==> src/fdrx_params.svh <==
// register offsets, reset values and sizes of the receive sorter
`ifndef FDRX_PARAMS_SVH
`define FDRX_PARAMS_SVH
`define FDRX_OFF_CTRL    8'h00
`define FDRX_OFF_TYPEA   8'h04
`define FDRX_OFF_TYPEB   8'h08
`define FDRX_OFF_WMARK   8'h0C
`define FDRX_OFF_BLEN0   8'h10
`define FDRX_OFF_BLEN1   8'h14
`define FDRX_OFF_BLEN4   8'h18
`define FDRX_OFF_RMODE   8'h1C
`define FDRX_OFF_STAT    8'h20
`define FDRX_CTRL_MODE_LSB 0
`define FDRX_CTRL_F0EN     2
`define FDRX_CTRL_F1EN     3
`define FDRX_CTRL_SENTEN   4
`define FDRX_CTRL_TCEEN    5
`define FDRX_TYPEA_TE      16
`define FDRX_RST_CTRL    6'h00
`define FDRX_RST_TYPE    17'h00000
`define FDRX_RST_WMARK   16'h0008
`define FDRX_RST_BLEN    16'h0010
`define FDRX_RST_RMODE   10'h000
`define FDRX_DEPTH       16
`define FDRX_PW          5
`endif

==> src/fdrx_pkg.sv <==
// types shared by the receive sorter
package fdrx_pkg;
	typedef enum logic [1:0] {FDRX_NORMAL, FDRX_ALL, FDRX_ONEBUF, FDRX_SPLIT} fdrx_mode_t;
	typedef enum logic [1:0] {FDRX_K_DATA, FDRX_K_FRAME, FDRX_K_SENT, FDRX_K_TCE} fdrx_kind_t;
	typedef struct packed {
		logic       byte_tgl;  // toggles once per byte
		logic [7:0] data;
		logic       sof;
		logic       eof;       // end strobe, no data stored with it
		logic       bad;
		logic       crc_ok;
		logic [2:0] eac;
		logic       own;
		logic       refuse;
		logic       token_tgl; // toggles on token, claim or beacon
	} fdrx_mac_t;
	typedef struct packed {
		fdrx_kind_t  kind;
		logic [2:0]  ring;     // 0, 1 or 4
		logic        desc_end; // descriptor filled by this byte
		logic        last;
		logic        bad;
		logic        crc_ok;
		logic        keep_ptr; // buffer pointer left unchanged
		logic [2:0]  eac;
		logic [15:0] len;
		logic [7:0]  data;
	} fdrx_entry_t;
	typedef struct packed {
		logic       written;  // indication written back
		logic       net_done; // sent to network or aborted
		logic       lm_done;  // fully in local memory
		logic [1:0] ring;
	} fdrx_tx_t;
endpackage : fdrx_pkg

==> src/fdrx_top.sv <==
// receive sorting, abort, receive modes and event indications
//
// Notes on behaviour
// - small staging FIFO holds incoming frame bytes
// - frame control picks FIFO via type registers
// - type clear in both registers aborts
// - selected FIFO disabled aborts frame
// - full FIFO aborts and flags overrun
// - refuse input during frame aborts it
// - normal mode: bad frame kept past watermark
// - early abort rewinds, buffer reused
// - receive-all passes every byte, errors too
// - one-buffer keeps only first buffer length
// - one-buffer still gives full status
// - split header goes ring four
// - own sent frames give E/A/C indication
// - token cycle end indication after transmission
// - event indications keep buffer pointer
// - four transmit, two receive ring modes
// - transmit done only after indication written
// - local mode indication at net or local
// - frame done after data and indications written
// - drain starts at watermark, at fifo one short of full, or at frame end
// - indication per descriptor, last holds status
//
// Design decisions made here: the register addresses and the APB register port.
`include "fdrx_params.svh"
`timescale 1ns/1ps
module fdrx_top (
	// clock and reset
	input  wire logic                pclk,
	input  wire logic                presetn,
	// apb slave
	input  wire logic                psel,
	input  wire logic                penable,
	input  wire logic                pwrite,
	input  wire logic [7:0]          paddr,
	input  wire logic [31:0]         pwdata,
	output logic [31:0]              prdata,
	output logic                     pready,
	output logic                     pslverr,
	// mac pins
	input  wire fdrx_pkg::fdrx_mac_t mac_in,
	output logic                     rx_abort,
	// transmit side events, same clock
	input  wire logic                tx_frame_sent,
	input  wire fdrx_pkg::fdrx_tx_t  tx_evt,
	output logic                     tx_ind_req,
	output logic [1:0]               tx_ind_ring,
	output logic                     tx_cmd_done,
	output logic [9:0]               ring_mode,
	// entries towards host memory
	output logic                     out_valid,
	output fdrx_pkg::fdrx_entry_t    out_entry,
	input  wire logic                out_ready,
	output logic                     rx_frame_done
);
	import fdrx_pkg::*;

	// ----------------------------------------
	// registers
	// ----------------------------------------
	logic [5:0]              ctrl_reg;
	logic [16:0]             typea_reg;
	logic [16:0]             typeb_reg;
	logic [15:0]             wmark_reg;
	logic [15:0]             blen0_reg;
	logic [15:0]             blen1_reg;
	logic [15:0]             blen4_reg;
	logic [9:0]              rmode_reg;
	logic                    ovr_reg;
	logic                    tce_arm_reg;
	logic [15:0]             done_cnt_reg;
	logic                    ovr_set;
	logic                    wr_en;
	logic                    rd_ok;
	logic [31:0]             rd_val;
	fdrx_mode_t              mode;

	assign mode  = fdrx_mode_t'(ctrl_reg[`FDRX_CTRL_MODE_LSB +: 2]);
	assign wr_en = psel && penable && pready && pwrite;

	always_ff @(posedge pclk or negedge presetn) begin
		if (!presetn) begin
			pready  <= 1'b0;
			pslverr <= 1'b0;
			prdata  <= 32'h0000_0000;
		end else begin
			// one wait state keeps read data straight from a flop
			pready  <= psel && penable && !pready;
			pslverr <= psel && penable && !pready && !rd_ok;
			prdata  <= (psel && penable && !pready && !pwrite) ? rd_val : 32'h0000_0000;
		end
	end

	always_comb begin
		rd_ok  = 1'b1;
		rd_val = 32'h0000_0000;
		case (paddr)
			`FDRX_OFF_CTRL:  rd_val = {26'h0, ctrl_reg};
			`FDRX_OFF_TYPEA: rd_val = {15'h0, typea_reg};
			`FDRX_OFF_TYPEB: rd_val = {15'h0, typeb_reg};
			`FDRX_OFF_WMARK: rd_val = {16'h0, wmark_reg};
			`FDRX_OFF_BLEN0: rd_val = {16'h0, blen0_reg};
			`FDRX_OFF_BLEN1: rd_val = {16'h0, blen1_reg};
			`FDRX_OFF_BLEN4: rd_val = {16'h0, blen4_reg};
			`FDRX_OFF_RMODE: rd_val = {22'h0, rmode_reg};
			`FDRX_OFF_STAT:  rd_val = {done_cnt_reg, 14'h0, tce_arm_reg, ovr_reg};
			default:         rd_ok  = 1'b0;
		endcase
	end

	always_ff @(posedge pclk or negedge presetn) begin
		if (!presetn) begin
			ctrl_reg  <= `FDRX_RST_CTRL;
			typea_reg <= `FDRX_RST_TYPE;
			typeb_reg <= `FDRX_RST_TYPE;
			wmark_reg <= `FDRX_RST_WMARK;
			blen0_reg <= `FDRX_RST_BLEN;
			blen1_reg <= `FDRX_RST_BLEN;
			blen4_reg <= `FDRX_RST_BLEN;
			rmode_reg <= `FDRX_RST_RMODE;
		end else if (wr_en) begin
			case (paddr)
				`FDRX_OFF_CTRL:  ctrl_reg  <= pwdata[5:0];
				`FDRX_OFF_TYPEA: typea_reg <= pwdata[16:0];
				`FDRX_OFF_TYPEB: typeb_reg <= pwdata[16:0];
				`FDRX_OFF_WMARK: wmark_reg <= pwdata[15:0];
				`FDRX_OFF_BLEN0: blen0_reg <= pwdata[15:0];
				`FDRX_OFF_BLEN1: blen1_reg <= pwdata[15:0];
				`FDRX_OFF_BLEN4: blen4_reg <= pwdata[15:0];
				`FDRX_OFF_RMODE: rmode_reg <= pwdata[9:0];
				default: ;
			endcase
		end
	end

	// overrun is write-one-to-clear; a new overrun wins
	always_ff @(posedge pclk or negedge presetn) begin
		if (!presetn)
			ovr_reg <= 1'b0;
		else if (ovr_set)
			ovr_reg <= 1'b1;
		else if (wr_en && paddr == `FDRX_OFF_STAT && pwdata[0])
			ovr_reg <= 1'b0;
	end

	// ----------------------------------------
	// mac pin synchroniser
	// ----------------------------------------
	fdrx_mac_t mac_s1;
	fdrx_mac_t mac_s2;
	logic      byte_d;
	logic      tok_d;
	logic      byte_ev;
	logic      tok_ev;

	always_ff @(posedge pclk or negedge presetn) begin
		if (!presetn) begin
			mac_s1 <= '0;
			mac_s2 <= '0;
			byte_d <= 1'b0;
			tok_d  <= 1'b0;
		end else begin
			mac_s1 <= mac_in;
			mac_s2 <= mac_s1;
			byte_d <= mac_s2.byte_tgl;
			tok_d  <= mac_s2.token_tgl;
		end
	end
	assign byte_ev = mac_s2.byte_tgl ^ byte_d;
	assign tok_ev  = mac_s2.token_tgl ^ tok_d;

	// ----------------------------------------
	// staging fifo and frame sorter
	// ----------------------------------------
	typedef enum {ST_IDLE, ST_RECV, ST_SENT, ST_CLOSE} fdrx_st_t;

	fdrx_entry_t             mem_q [`FDRX_DEPTH];
	fdrx_st_t                st_reg;
	logic [`FDRX_PW-1:0]     wr_ptr_reg;
	logic [`FDRX_PW-1:0]     rd_ptr_reg;
	logic [`FDRX_PW-1:0]     frm_ptr_reg;
	logic [`FDRX_PW-1:0]     level;
	logic                    full;
	logic [15:0]             tot_len_reg;
	logic [15:0]             buf_cnt_reg;
	logic [15:0]             hdr_cnt_reg;
	logic [2:0]              ring_reg;
	logic                    bad_reg;
	logic                    commit_reg;
	logic [2:0]              dst;
	logic [15:0]             dst_len;
	logic                    store;
	logic                    tce_pend_reg;
	logic                    first_reg;

	assign level = wr_ptr_reg - rd_ptr_reg;
	assign full  = level == 5'(`FDRX_DEPTH);

	function automatic logic [15:0] blen_of(input logic [2:0] r);
		case (r)
			3'h0:    blen_of = blen0_reg;
			3'h1:    blen_of = blen1_reg;
			default: blen_of = blen4_reg;
		endcase
	endfunction : blen_of

	function automatic fdrx_entry_t ind_of(input fdrx_kind_t k, input logic [2:0] r,
			input logic b, input logic [15:0] l);
		ind_of          = '0;
		ind_of.kind     = k;
		ind_of.ring     = r;
		ind_of.last     = 1'b1;
		ind_of.bad      = b;
		ind_of.crc_ok   = mac_s2.crc_ok;
		ind_of.eac      = mac_s2.eac;
		ind_of.keep_ptr = k != FDRX_K_FRAME;
		ind_of.len      = l;
	endfunction : ind_of

	// header bytes go to ring four, the rest follow the frame's ring
	always_comb begin
		dst = ring_reg;
		if (mode == FDRX_SPLIT && hdr_cnt_reg < blen4_reg)
			dst = 3'h4;
		dst_len = blen_of(dst);
		store   = !(mode == FDRX_ONEBUF && tot_len_reg >= blen_of(ring_reg));
	end

	always_ff @(posedge pclk or negedge presetn) begin
		if (!presetn) begin
			st_reg       <= ST_IDLE;
			wr_ptr_reg   <= '0;
			frm_ptr_reg  <= '0;
			tot_len_reg  <= 16'h0000;
			buf_cnt_reg  <= 16'h0000;
			hdr_cnt_reg  <= 16'h0000;
			ring_reg     <= 3'h0;
			bad_reg      <= 1'b0;
			commit_reg   <= 1'b0;
			rx_abort     <= 1'b0;
			ovr_set      <= 1'b0;
			tce_pend_reg <= 1'b0;
			first_reg    <= 1'b0;
		end else begin
			ovr_set   <= 1'b0;
			rx_abort  <= 1'b0;
			first_reg <= 1'b0;
			case (st_reg)
				ST_IDLE: begin
					if (tce_pend_reg && !full) begin
						mem_q[wr_ptr_reg[3:0]] <= ind_of(FDRX_K_TCE,
							{2'b00, typea_reg[`FDRX_TYPEA_TE]}, 1'b0, 16'h0000);
						wr_ptr_reg   <= wr_ptr_reg + 5'h01;
						frm_ptr_reg  <= wr_ptr_reg + 5'h01;
						tce_pend_reg <= 1'b0;
					end else if (byte_ev && mac_s2.sof) begin
						tot_len_reg <= 16'h0000;
						buf_cnt_reg <= 16'h0000;
						hdr_cnt_reg <= 16'h0000;
						bad_reg     <= 1'b0;
						commit_reg  <= 1'b0;
						// frame control byte is stored one cycle later
						first_reg   <= 1'b1;
						ring_reg    <= typea_reg[mac_s2.data[7:4]] ? 3'h0 : 3'h1;
						if (mac_s2.own && ctrl_reg[`FDRX_CTRL_SENTEN])
							st_reg <= ST_SENT;
						else if (!typea_reg[mac_s2.data[7:4]] && !typeb_reg[mac_s2.data[7:4]])
							rx_abort <= 1'b1;
						else if (!ctrl_reg[typea_reg[mac_s2.data[7:4]] ?
								`FDRX_CTRL_F0EN : `FDRX_CTRL_F1EN])
							rx_abort <= 1'b1;
						else if (mac_s2.refuse)
							rx_abort <= 1'b1;
						else
							st_reg <= ST_RECV;
					end
				end
				ST_SENT: begin
					// own frame: only its length and the flags seen at its end are reported
					if (byte_ev && mac_s2.eof && !full) begin
						mem_q[wr_ptr_reg[3:0]] <= ind_of(FDRX_K_SENT, ring_reg, 1'b0,
							tot_len_reg);
						wr_ptr_reg  <= wr_ptr_reg + 5'h01;
						frm_ptr_reg <= wr_ptr_reg + 5'h01;
						st_reg      <= ST_IDLE;
					end else if (byte_ev)
						tot_len_reg <= tot_len_reg + 16'h0001;
				end
				ST_RECV: begin
					if (byte_ev && (mac_s2.refuse || mac_s2.eof && mac_s2.bad)) begin
						rx_abort <= mac_s2.refuse;
						if (mode == FDRX_ALL || commit_reg && tot_len_reg > wmark_reg) begin
							bad_reg <= 1'b1;
							st_reg  <= ST_CLOSE;
						end else begin
							wr_ptr_reg <= frm_ptr_reg;
							st_reg     <= ST_IDLE;
						end
					end else if (byte_ev && mac_s2.eof) begin
						commit_reg <= 1'b1;
						st_reg     <= ST_CLOSE;
					end else if ((byte_ev || first_reg) && store && full) begin
						rx_abort <= 1'b1;
						ovr_set  <= 1'b1;
						if (mode == FDRX_ALL || commit_reg) begin
							bad_reg <= 1'b1;
							st_reg  <= ST_CLOSE;
						end else begin
							wr_ptr_reg <= frm_ptr_reg;
							st_reg     <= ST_IDLE;
						end
					end else if (byte_ev || first_reg) begin
						tot_len_reg <= tot_len_reg + 16'h0001;
						if (store) begin
							mem_q[wr_ptr_reg[3:0]]          <= '0;
							mem_q[wr_ptr_reg[3:0]].kind     <= FDRX_K_DATA;
							mem_q[wr_ptr_reg[3:0]].ring     <= dst;
							mem_q[wr_ptr_reg[3:0]].data     <= mac_s2.data;
							mem_q[wr_ptr_reg[3:0]].desc_end <= buf_cnt_reg + 16'h0001 >= dst_len;
							wr_ptr_reg <= wr_ptr_reg + 5'h01;
							buf_cnt_reg <= (buf_cnt_reg + 16'h0001 >= dst_len ||
								dst != ring_reg && hdr_cnt_reg + 16'h0001 >= blen4_reg) ?
								16'h0000 : buf_cnt_reg + 16'h0001;
							if (dst == 3'h4)
								hdr_cnt_reg <= hdr_cnt_reg + 16'h0001;
							// the fifo must drain before it can fill
							if (tot_len_reg + 16'h0001 >= wmark_reg || level == 5'(`FDRX_DEPTH - 1))
								commit_reg <= 1'b1;
						end
					end
				end
				ST_CLOSE: begin
					if (!full) begin
						mem_q[wr_ptr_reg[3:0]] <= ind_of(FDRX_K_FRAME, ring_reg,
							bad_reg || mac_s2.bad, tot_len_reg);
						wr_ptr_reg  <= wr_ptr_reg + 5'h01;
						frm_ptr_reg <= wr_ptr_reg + 5'h01;
						st_reg      <= ST_IDLE;
					end
				end
				default: st_reg <= ST_IDLE;
			endcase
			// set after the case so a new token beats the clear
			if (tok_ev && ctrl_reg[`FDRX_CTRL_TCEEN] && tce_arm_reg)
				tce_pend_reg <= 1'b1;
		end
	end

	// transmissions this token cycle; a send in the token cycle end wins
	always_ff @(posedge pclk or negedge presetn) begin
		if (!presetn)
			tce_arm_reg <= 1'b0;
		else if (tx_frame_sent)
			tce_arm_reg <= 1'b1;
		else if (tok_ev)
			tce_arm_reg <= 1'b0;
	end

	// ----------------------------------------
	// drain towards host memory
	// ----------------------------------------
	logic [`FDRX_PW-1:0] lim;
	logic                load;

	assign lim  = commit_reg ? wr_ptr_reg : frm_ptr_reg;
	assign load = (!out_valid || out_ready) && rd_ptr_reg != lim;

	always_ff @(posedge pclk or negedge presetn) begin
		if (!presetn) begin
			rd_ptr_reg    <= '0;
			out_valid     <= 1'b0;
			out_entry     <= '0;
			rx_frame_done <= 1'b0;
			done_cnt_reg  <= 16'h0000;
		end else begin
			rx_frame_done <= 1'b0;
			if (out_valid && out_ready && out_entry.kind == FDRX_K_FRAME) begin
				rx_frame_done <= 1'b1;
				done_cnt_reg  <= done_cnt_reg + 16'h0001;
			end
			if (load) begin
				out_entry  <= mem_q[rd_ptr_reg[3:0]];
				out_valid  <= 1'b1;
				rd_ptr_reg <= rd_ptr_reg + 5'h01;
			end else if (out_ready)
				out_valid <= 1'b0;
		end
	end

	// ----------------------------------------
	// transmit indication timing per ring mode
	// ----------------------------------------
	logic lm_mode;
	logic at_lm;

	assign lm_mode = rmode_reg[tx_evt.ring];
	assign at_lm   = rmode_reg[6 + tx_evt.ring];
	assign ring_mode = rmode_reg;

	always_ff @(posedge pclk or negedge presetn) begin
		if (!presetn) begin
			tx_ind_req  <= 1'b0;
			tx_ind_ring <= 2'b00;
			tx_cmd_done <= 1'b0;
		end else begin
			// local ring with early indication stays silent on net outcome
			tx_ind_req  <= lm_mode && at_lm ? tx_evt.lm_done : tx_evt.net_done;
			tx_ind_ring <= tx_evt.ring;
			tx_cmd_done <= tx_evt.written;
		end
	end

endmodule : fdrx_top

==> config.mk <==
export PLATFORM = sky130hd
export DESIGN_NAME = fdrx_top
export DESIGN_NICKNAME = d
export VERILOG_FILES = /design/src/fdrx_pkg.sv /design/src/fdrx_top.sv
export VERILOG_INCLUDE_DIRS = /design/src
export SDC_FILE = /design/constraint.sdc
export NUM_CORES = 1
export LEC_CHECK = 0
export ABC_AREA = 1
export BUFFER_PORTS_ARGS = -buffer_cell sky130_fd_sc_hd__buf_2
export CORE_MARGIN = 10
export CORE_UTILIZATION = 35
export DETAILED_ROUTE_END_ITERATION = 7
export GPL_TIMING_DRIVEN = 0
export MAX_ROUTING_LAYER = met4
export PLACE_DENSITY_LB_ADDON = 0.2
export SLEW_MARGIN = 20
export SYNTH_ARGS = -nofsm -noshare
export SYNTH_HDL_FRONTEND = slang
export SYNTH_SLANG_ARGS = --single-unit
==> constraint.sdc <==
create_clock -name pclk -period 6.4 [get_ports pclk]
set_input_delay 0.96 -clock pclk [delete_from_list [all_inputs] [get_ports pclk]]
set_output_delay 0.96 -clock pclk [all_outputs]
set_load 0.01 [all_outputs]
==> results of run 1 <==
[Yosys cell counts (all sizes together), types with 51 or more instances]
| master | number |
|---|---|
| edfxtp | 576 |
| xor2 | 53 |
| ha | 114 |
| inv | 304 |
| nand3 | 139 |
| nor2 | 481 |
| a21oi | 78 |
| buf | 51 |
| clkbuf | 136 |
| nand2 | 606 |
| o221ai | 60 |
| o21ai | 513 |
| o22ai | 101 |
| dfrtp | 316 |
[per-stage QoR]
stage | area [um^2] | util, % | setup TNS [ps]
after floorplan | 39600 | - | 0
after global placement | 42200 | 37.5 | -5045090
after detailed placement | 42600 | 37.9 | 0
after CTS | 45900 | 40.8 | 0
after global routing | 45900 | 40.8 | 0
final | 45900 | 40.8 | 0
[per-layer routing]
layer	vias up	GRT usage, %
met3	243	2.68
met1	14500	26.3
met5	-	-
met2	948	33.8
met4	0	7.15
li1	13500	-
[kinds of logic after synthesis]
kind of cell,synth area share [%]
compound gates,12.4
xor+xnor,1.37
fa+ha+maj,3.65
buf+inv,4.94
flops,63.8
mux,0.133
other cells,0.00946
simple gates,13.6
[critical path, stage by stage (launching register included)]
cell and delay [ps]:
dfrtp_1 440, inv_1 110, clkbuf_1 710, clkbuf_1 770
ha_1 420, a21oi_1 200, nand3_1 120, nand2_2 100
nand3_4 150, inv_2 150, nor2_4 50, nand2_2 150
nand4_2 260, buf_4 260, nand3_1 120, clkinv_1 840
[area by class of cell]
| cell class | instances | area share, % |
|---|---|---|
| clock inverter | 46 | 1.16 |
| timing repair buffer | 156 | 2.24 |
| buffer | 187 | 1.77 |
| clock buffer | 140 | 5.93 |
| antenna | 3 | 0.0164 |
| multi-input combinational | 2336 | 27.1 |
| tap | 1500 | 4.09 |
| inverter | 305 | 2.50 |
| sequential | 896 | 55.2 |
[worst max-delay path by stage]
stage | from | end | slack (ps) | cells past startpoint
after detailed placement | rd_ptr_reg[3] | mem_q[5][5] | 1020 | 16
final | rd_ptr_reg[3] | mem_q[4][14] | 950 | 15
after global placement | presetn | mem_q[15][6] | -4240 | 8
after CTS | rd_ptr_reg[3] | mem_q[4][5] | 1000 | 16
after global routing | rd_ptr_reg[3] | mem_q[4][9] | 770 | 15
after floorplan | rd_ptr_reg[3] | mem_q[11][10] | 3040 | 16
[power by group through the flow]
stage	Combinational [mW]	Clock (mW)	Sequential, mW
CTS	5.40	5.81	6.59
finish	5.41	5.71	6.59
detailed placement	5.38	0	6.71
global route	5.85	6.02	6.62
floorplan	3.10	0	6.69
global placement	5.32	0	6.70
==> impl_metrics.ini, run 1 <==
[detailed_routing]
met3_wirelength_mm = 7.36
via_count = 29200
drc = 0
wl_met1_mm = 55.2
ant_nets = 0
drt-pass1-iter-count = 8
drt-total-wl_mm = 130
wire_per_inst_um = 23.3
dr_wl_met2_mm = 62.9
route.top_layer_used = met4
drt_iter0_drc = 2660
vias_per_cell = 5.24

[power]
p_sw_mw = 6.58
p_int_mw = 11.1
sw_frac_of_total_pct = 37.2
power_density_mw_per_mm2 = 386
power_mw = 17.7
seqPwrFrac_pct = 37.2
combPwrFrac_pct = 30.5
p_leak_nw = 18.6
p_clk_share_pct = 32.2
ir_drop_v = 0.000254

[setup_path]
endpoint_kind = register
crit_type = reg2reg
cp_max_fo = 23
crit_required_ps = 6520
r2r_cells = 15
r2r-end = mem_q[4][14]
start_kind = register
r2r_slack_ps = 950
cp.arrival_ps = 5570
reg2reg_from = rd_ptr_reg[3]

[placed_design]
dpl_worst_slack_ps = 1020
placed_cells = 5380
dp_hpwl_mm = 91.7
gp_congestion = 0.928
io_buffers = 142

[finish]
register_area_mm2 = 0.0253
largest_reg_flops = 576
n_fill_cell = 11000
final_cells = 5569
final_cell_mix = nand2_1 (602), edfxtp_1 (576), o21ai_0 (496)
drive_above_1_share_pct = 10.6
nNetsFinal = 4166
area_growth_pct = 15.7
multi_input_area_mm2 = 0.0124
final_common_cell = nand2_1

[logic_synthesis]
synth_area_leaders = edfxtp_1 (44%), dfrtp_1 (20%), o21ai_0 (6.3%)
syn_inst = 3724
synthFlopType = edfxtp_1
syn_area_mm2 = 0.0396
synth-edff-count = 576
syn_area_per_cell_um2 = 10.6
yosys.area.top_type = edfxtp_1
ys_ff_latch = 896
yosys_warnings = 0
ys_seq_area_share_pct = 63.8
synth_top_area_share_pct = 43.6
async_reset_ff_share_pct = 35.7
synth.distinct_cells = 60
syn_nets = 3910

[timing]
rsz0062_at_grt = no
worst_slack_ps = 952
skew_ps = 73.2
maxSlewViolCount = 0
setup_viol = 0
whs_ps = 286
fmax_mhz = 184
post-route-min-period_ps = 5450
worst_pin_slew_ps = 1090
slew-limit-headroom_pct = 27.0
finalCritPeriodShare_pct = 85.1
hold_viol = 0

[die]
die_w_um = 357
die_h_um = 357
num_rows = 123
die-area_mm2 = 0.127
io_pins = 159
core_mm2 = 0.112
start_util_pct = 35.2

[global_routing]
grt_pass1_wl_mm = 191
grt_max_degree = 92
first_global_vias = 28700
antenna_found_initial = 3
grt_use_total_pct = 20.7
gr-total-overflow = 0

[clock_network]
cts_num_sinks = 896
ctsResizeCount = 0
clock_latency_ps = 730
hold_buffers = 0
cts_buffer_depth = 3
post_cts_buffers = 0
cts_made_buffers = 98
cts.clk_slew.worst_paths_ps = 60
tritoncts = yes
htree_num_levels = 3
root_buffer = clkbuf_16

[run_status]
outcome = completed

[job]
cap_violations = 0

[hold_path]
hp-class = in2async
(Power assumes the default switching activity.)
==> run 2: changes to the inputs <==
RECOVER_POWER = 50   (was unset)
clock period = 4.65 ns   (was 6.4 ns; I/O delays follow)
==> run 2 against run 1 <==
The run now ends with max-capacitance violations, max-slew violations left. Total power up 37%. Global-route usage about the same. First-iteration DRC count up 7.0%. Wire length about the same.
==> impl_metrics.ini, run 2 (synthesis gave the netlist of run 1 again) <==
[finish]
final_cell_mix = nand2_1 (605), edfxtp_1 (576), o21ai_0 (504)
largest_reg_flops = 576
final_area_mm2 = 0.0456
drive_above_1_share_pct = 8.15
n_fill_cell = 11100
antenna_cells = 0
area_growth_pct = 15.1
nNetsFinal = 4163
final_common_cell = nand2_1

[clock_network]
clock_latency_ps = 720
cts_made_buffers = 98
htree_num_levels = 3
cts_num_sinks = 896
post_cts_buffers = 0
cts_buffer_depth = 3
cts.clk_slew.worst_paths_ps = 60
root_buffer = clkbuf_16
tritoncts = yes

[placed_design]
gp_congestion = 0.928
io_buffers = 142
dpl_worst_slack_ps = -732
post_dp_cell_area_mm2 = 0.0426
dp_hpwl_mm = 91.7

[timing]
rsz0062_at_grt = yes
whs_ps = 102
worst_pin_slew_ps = 2320
setup_viol = 0
fmax_mhz = 225
slew-limit-headroom_pct = -54.9
worst_slack_ps = 204
post-route-min-period_ps = 4450
maxSlewViolCount = 247
skew_ps = 71.5
tns_ps = 0
hold_viol = 0
finalCritPeriodShare_pct = 95.6

[job]
cap_violations = 4

[die]
core_mm2 = 0.112
start_util_pct = 35.2
die_w_um = 357
num_rows = 123
die_h_um = 357
die-area_mm2 = 0.127
io_pins = 159

[setup_path]
cp.arrival_ps = 4870
endpoint_kind = register
start_kind = register
slowest_delay_ps = 560
path_common_cell = nand2_1
crit_required_ps = 5070
crit_path_cell_trace = clkbuf_1 > inv_1 > o21ai_1 > ha_1 > nand2_1 > nand2_1 > nand3_1 > nand2_1 > a21oi_1 > nand2_1 > nand2_1 > nand4_2 > inv_1 > nand2_1 > clkbuf_4 > nor2_2
worst_path_max_delay_cell = clkbuf_1
cp_max_fo = 25
crit_type = reg2reg

[power]
p_leak_nw = 18.2
power_mw = 24.3
power_density_mw_per_mm2 = 532
ir_drop_v = 0.000347

[global_routing]
antenna_found_initial = 3
gr-total-overflow = 0
first_global_vias = 28700
grt_use_total_pct = 20.6
grt_max_degree = 92
grt_pass1_wl_mm = 191

[detailed_routing]
drt_iter0_drc = 2847
via_count = 29100
ant_nets = 0
wire_per_inst_um = 23.4
drt-pass1-iter-count = 8
vias_per_cell = 5.24
drc = 0
drt-total-wl_mm = 130

[run_status]
outcome = finished with violations
violations = max-capacitance violations, max-slew violations

[hold_path]
hp-class = in2reg
run 2: cell types whose count changed in the layout (fill, tap and decap cells not counted), sizes merged:
cell | previous run | this run
clkinvlp | 4 | 10
diode | 3 | 0
clkdlybuf4s25 | 0 | 1
clkdlybuf4s18 | 1 | 0
clkbuf | 276 | 382
inv | 303 | 299
clkinv | 38 | 36
buf | 206 | 97
run 2: critical path, delay by kind of cell, from the launching register on:
family                   cells  cell delay (ps)
AO/OA/AOI/OAI                2              560
adder cells (fa/ha/maj)      1              340
buffers and inverters        4             1360
flip-flops                   1              350
AND/OR/NAND/NOR              9             1520
run 2: cell type report:
| class | count | area, um^2 | share of cell area [%] |
|---|---|---|---|
| plain buffers | 184 | 787 | 1.72 |
| clock inverters | 46 | 533 | 1.17 |
| well taps | 1500 | 1880 | 4.11 |
| clock buffers | 140 | 2720 | 5.96 |
| flip-flops and latches | 896 | 25300 | 55.5 |
| multi-input cells | 2336 | 12400 | 27.2 |
| repair buffers | 156 | 817 | 1.79 |
| inverters | 305 | 1170 | 2.56 |
run 2: power breakdown:
part           switching, mW  internal [mW]
Clock                   3.40           4.45
Sequential             0.284           8.79
Combinational           5.35           1.98
Total                   9.03           15.2
run 2: worst paths after layout:
kind,startpoint,endpoint,slack [ps],depth (start not counted)
min in group asynchronous,presetn,mac_s1[2],140,2
setup reg to reg,ring_reg[0],mem_q[5][1],200,16
hold / removal,mac_in[10],mac_s1[10],100,1
setup / recovery,ring_reg[0],mem_q[5][1],200,16
max in group asynchronous,presetn,mac_s2[12],1870,3
hold reg to reg,mac_s1[4],mac_s2[4],350,0
run 2: layer usage:
layer / up-vias / global-route usage (%) / wire length (um)
met5: - / - / 0
met4: 0 / 6.90 / 4460
met3: 252 / 2.67 / 6990
met2: 932 / 33.8 / 63000
met1: 14400 / 26.3 / 55500
li1: 13500 / - / -
run 2: through the flow:
stage	instances	utilization, %
finish	5563	40.6
global route	5563	40.6
CTS	5563	40.8
detailed placement	5380	37.9
global placement	5366	37.5
floorplan	3724	-
run 2: timing repair:
action                                  CTS  global route
hold buffers                              0             0
endpoints found under the setup margin  690           433
resized for setup                        10            22
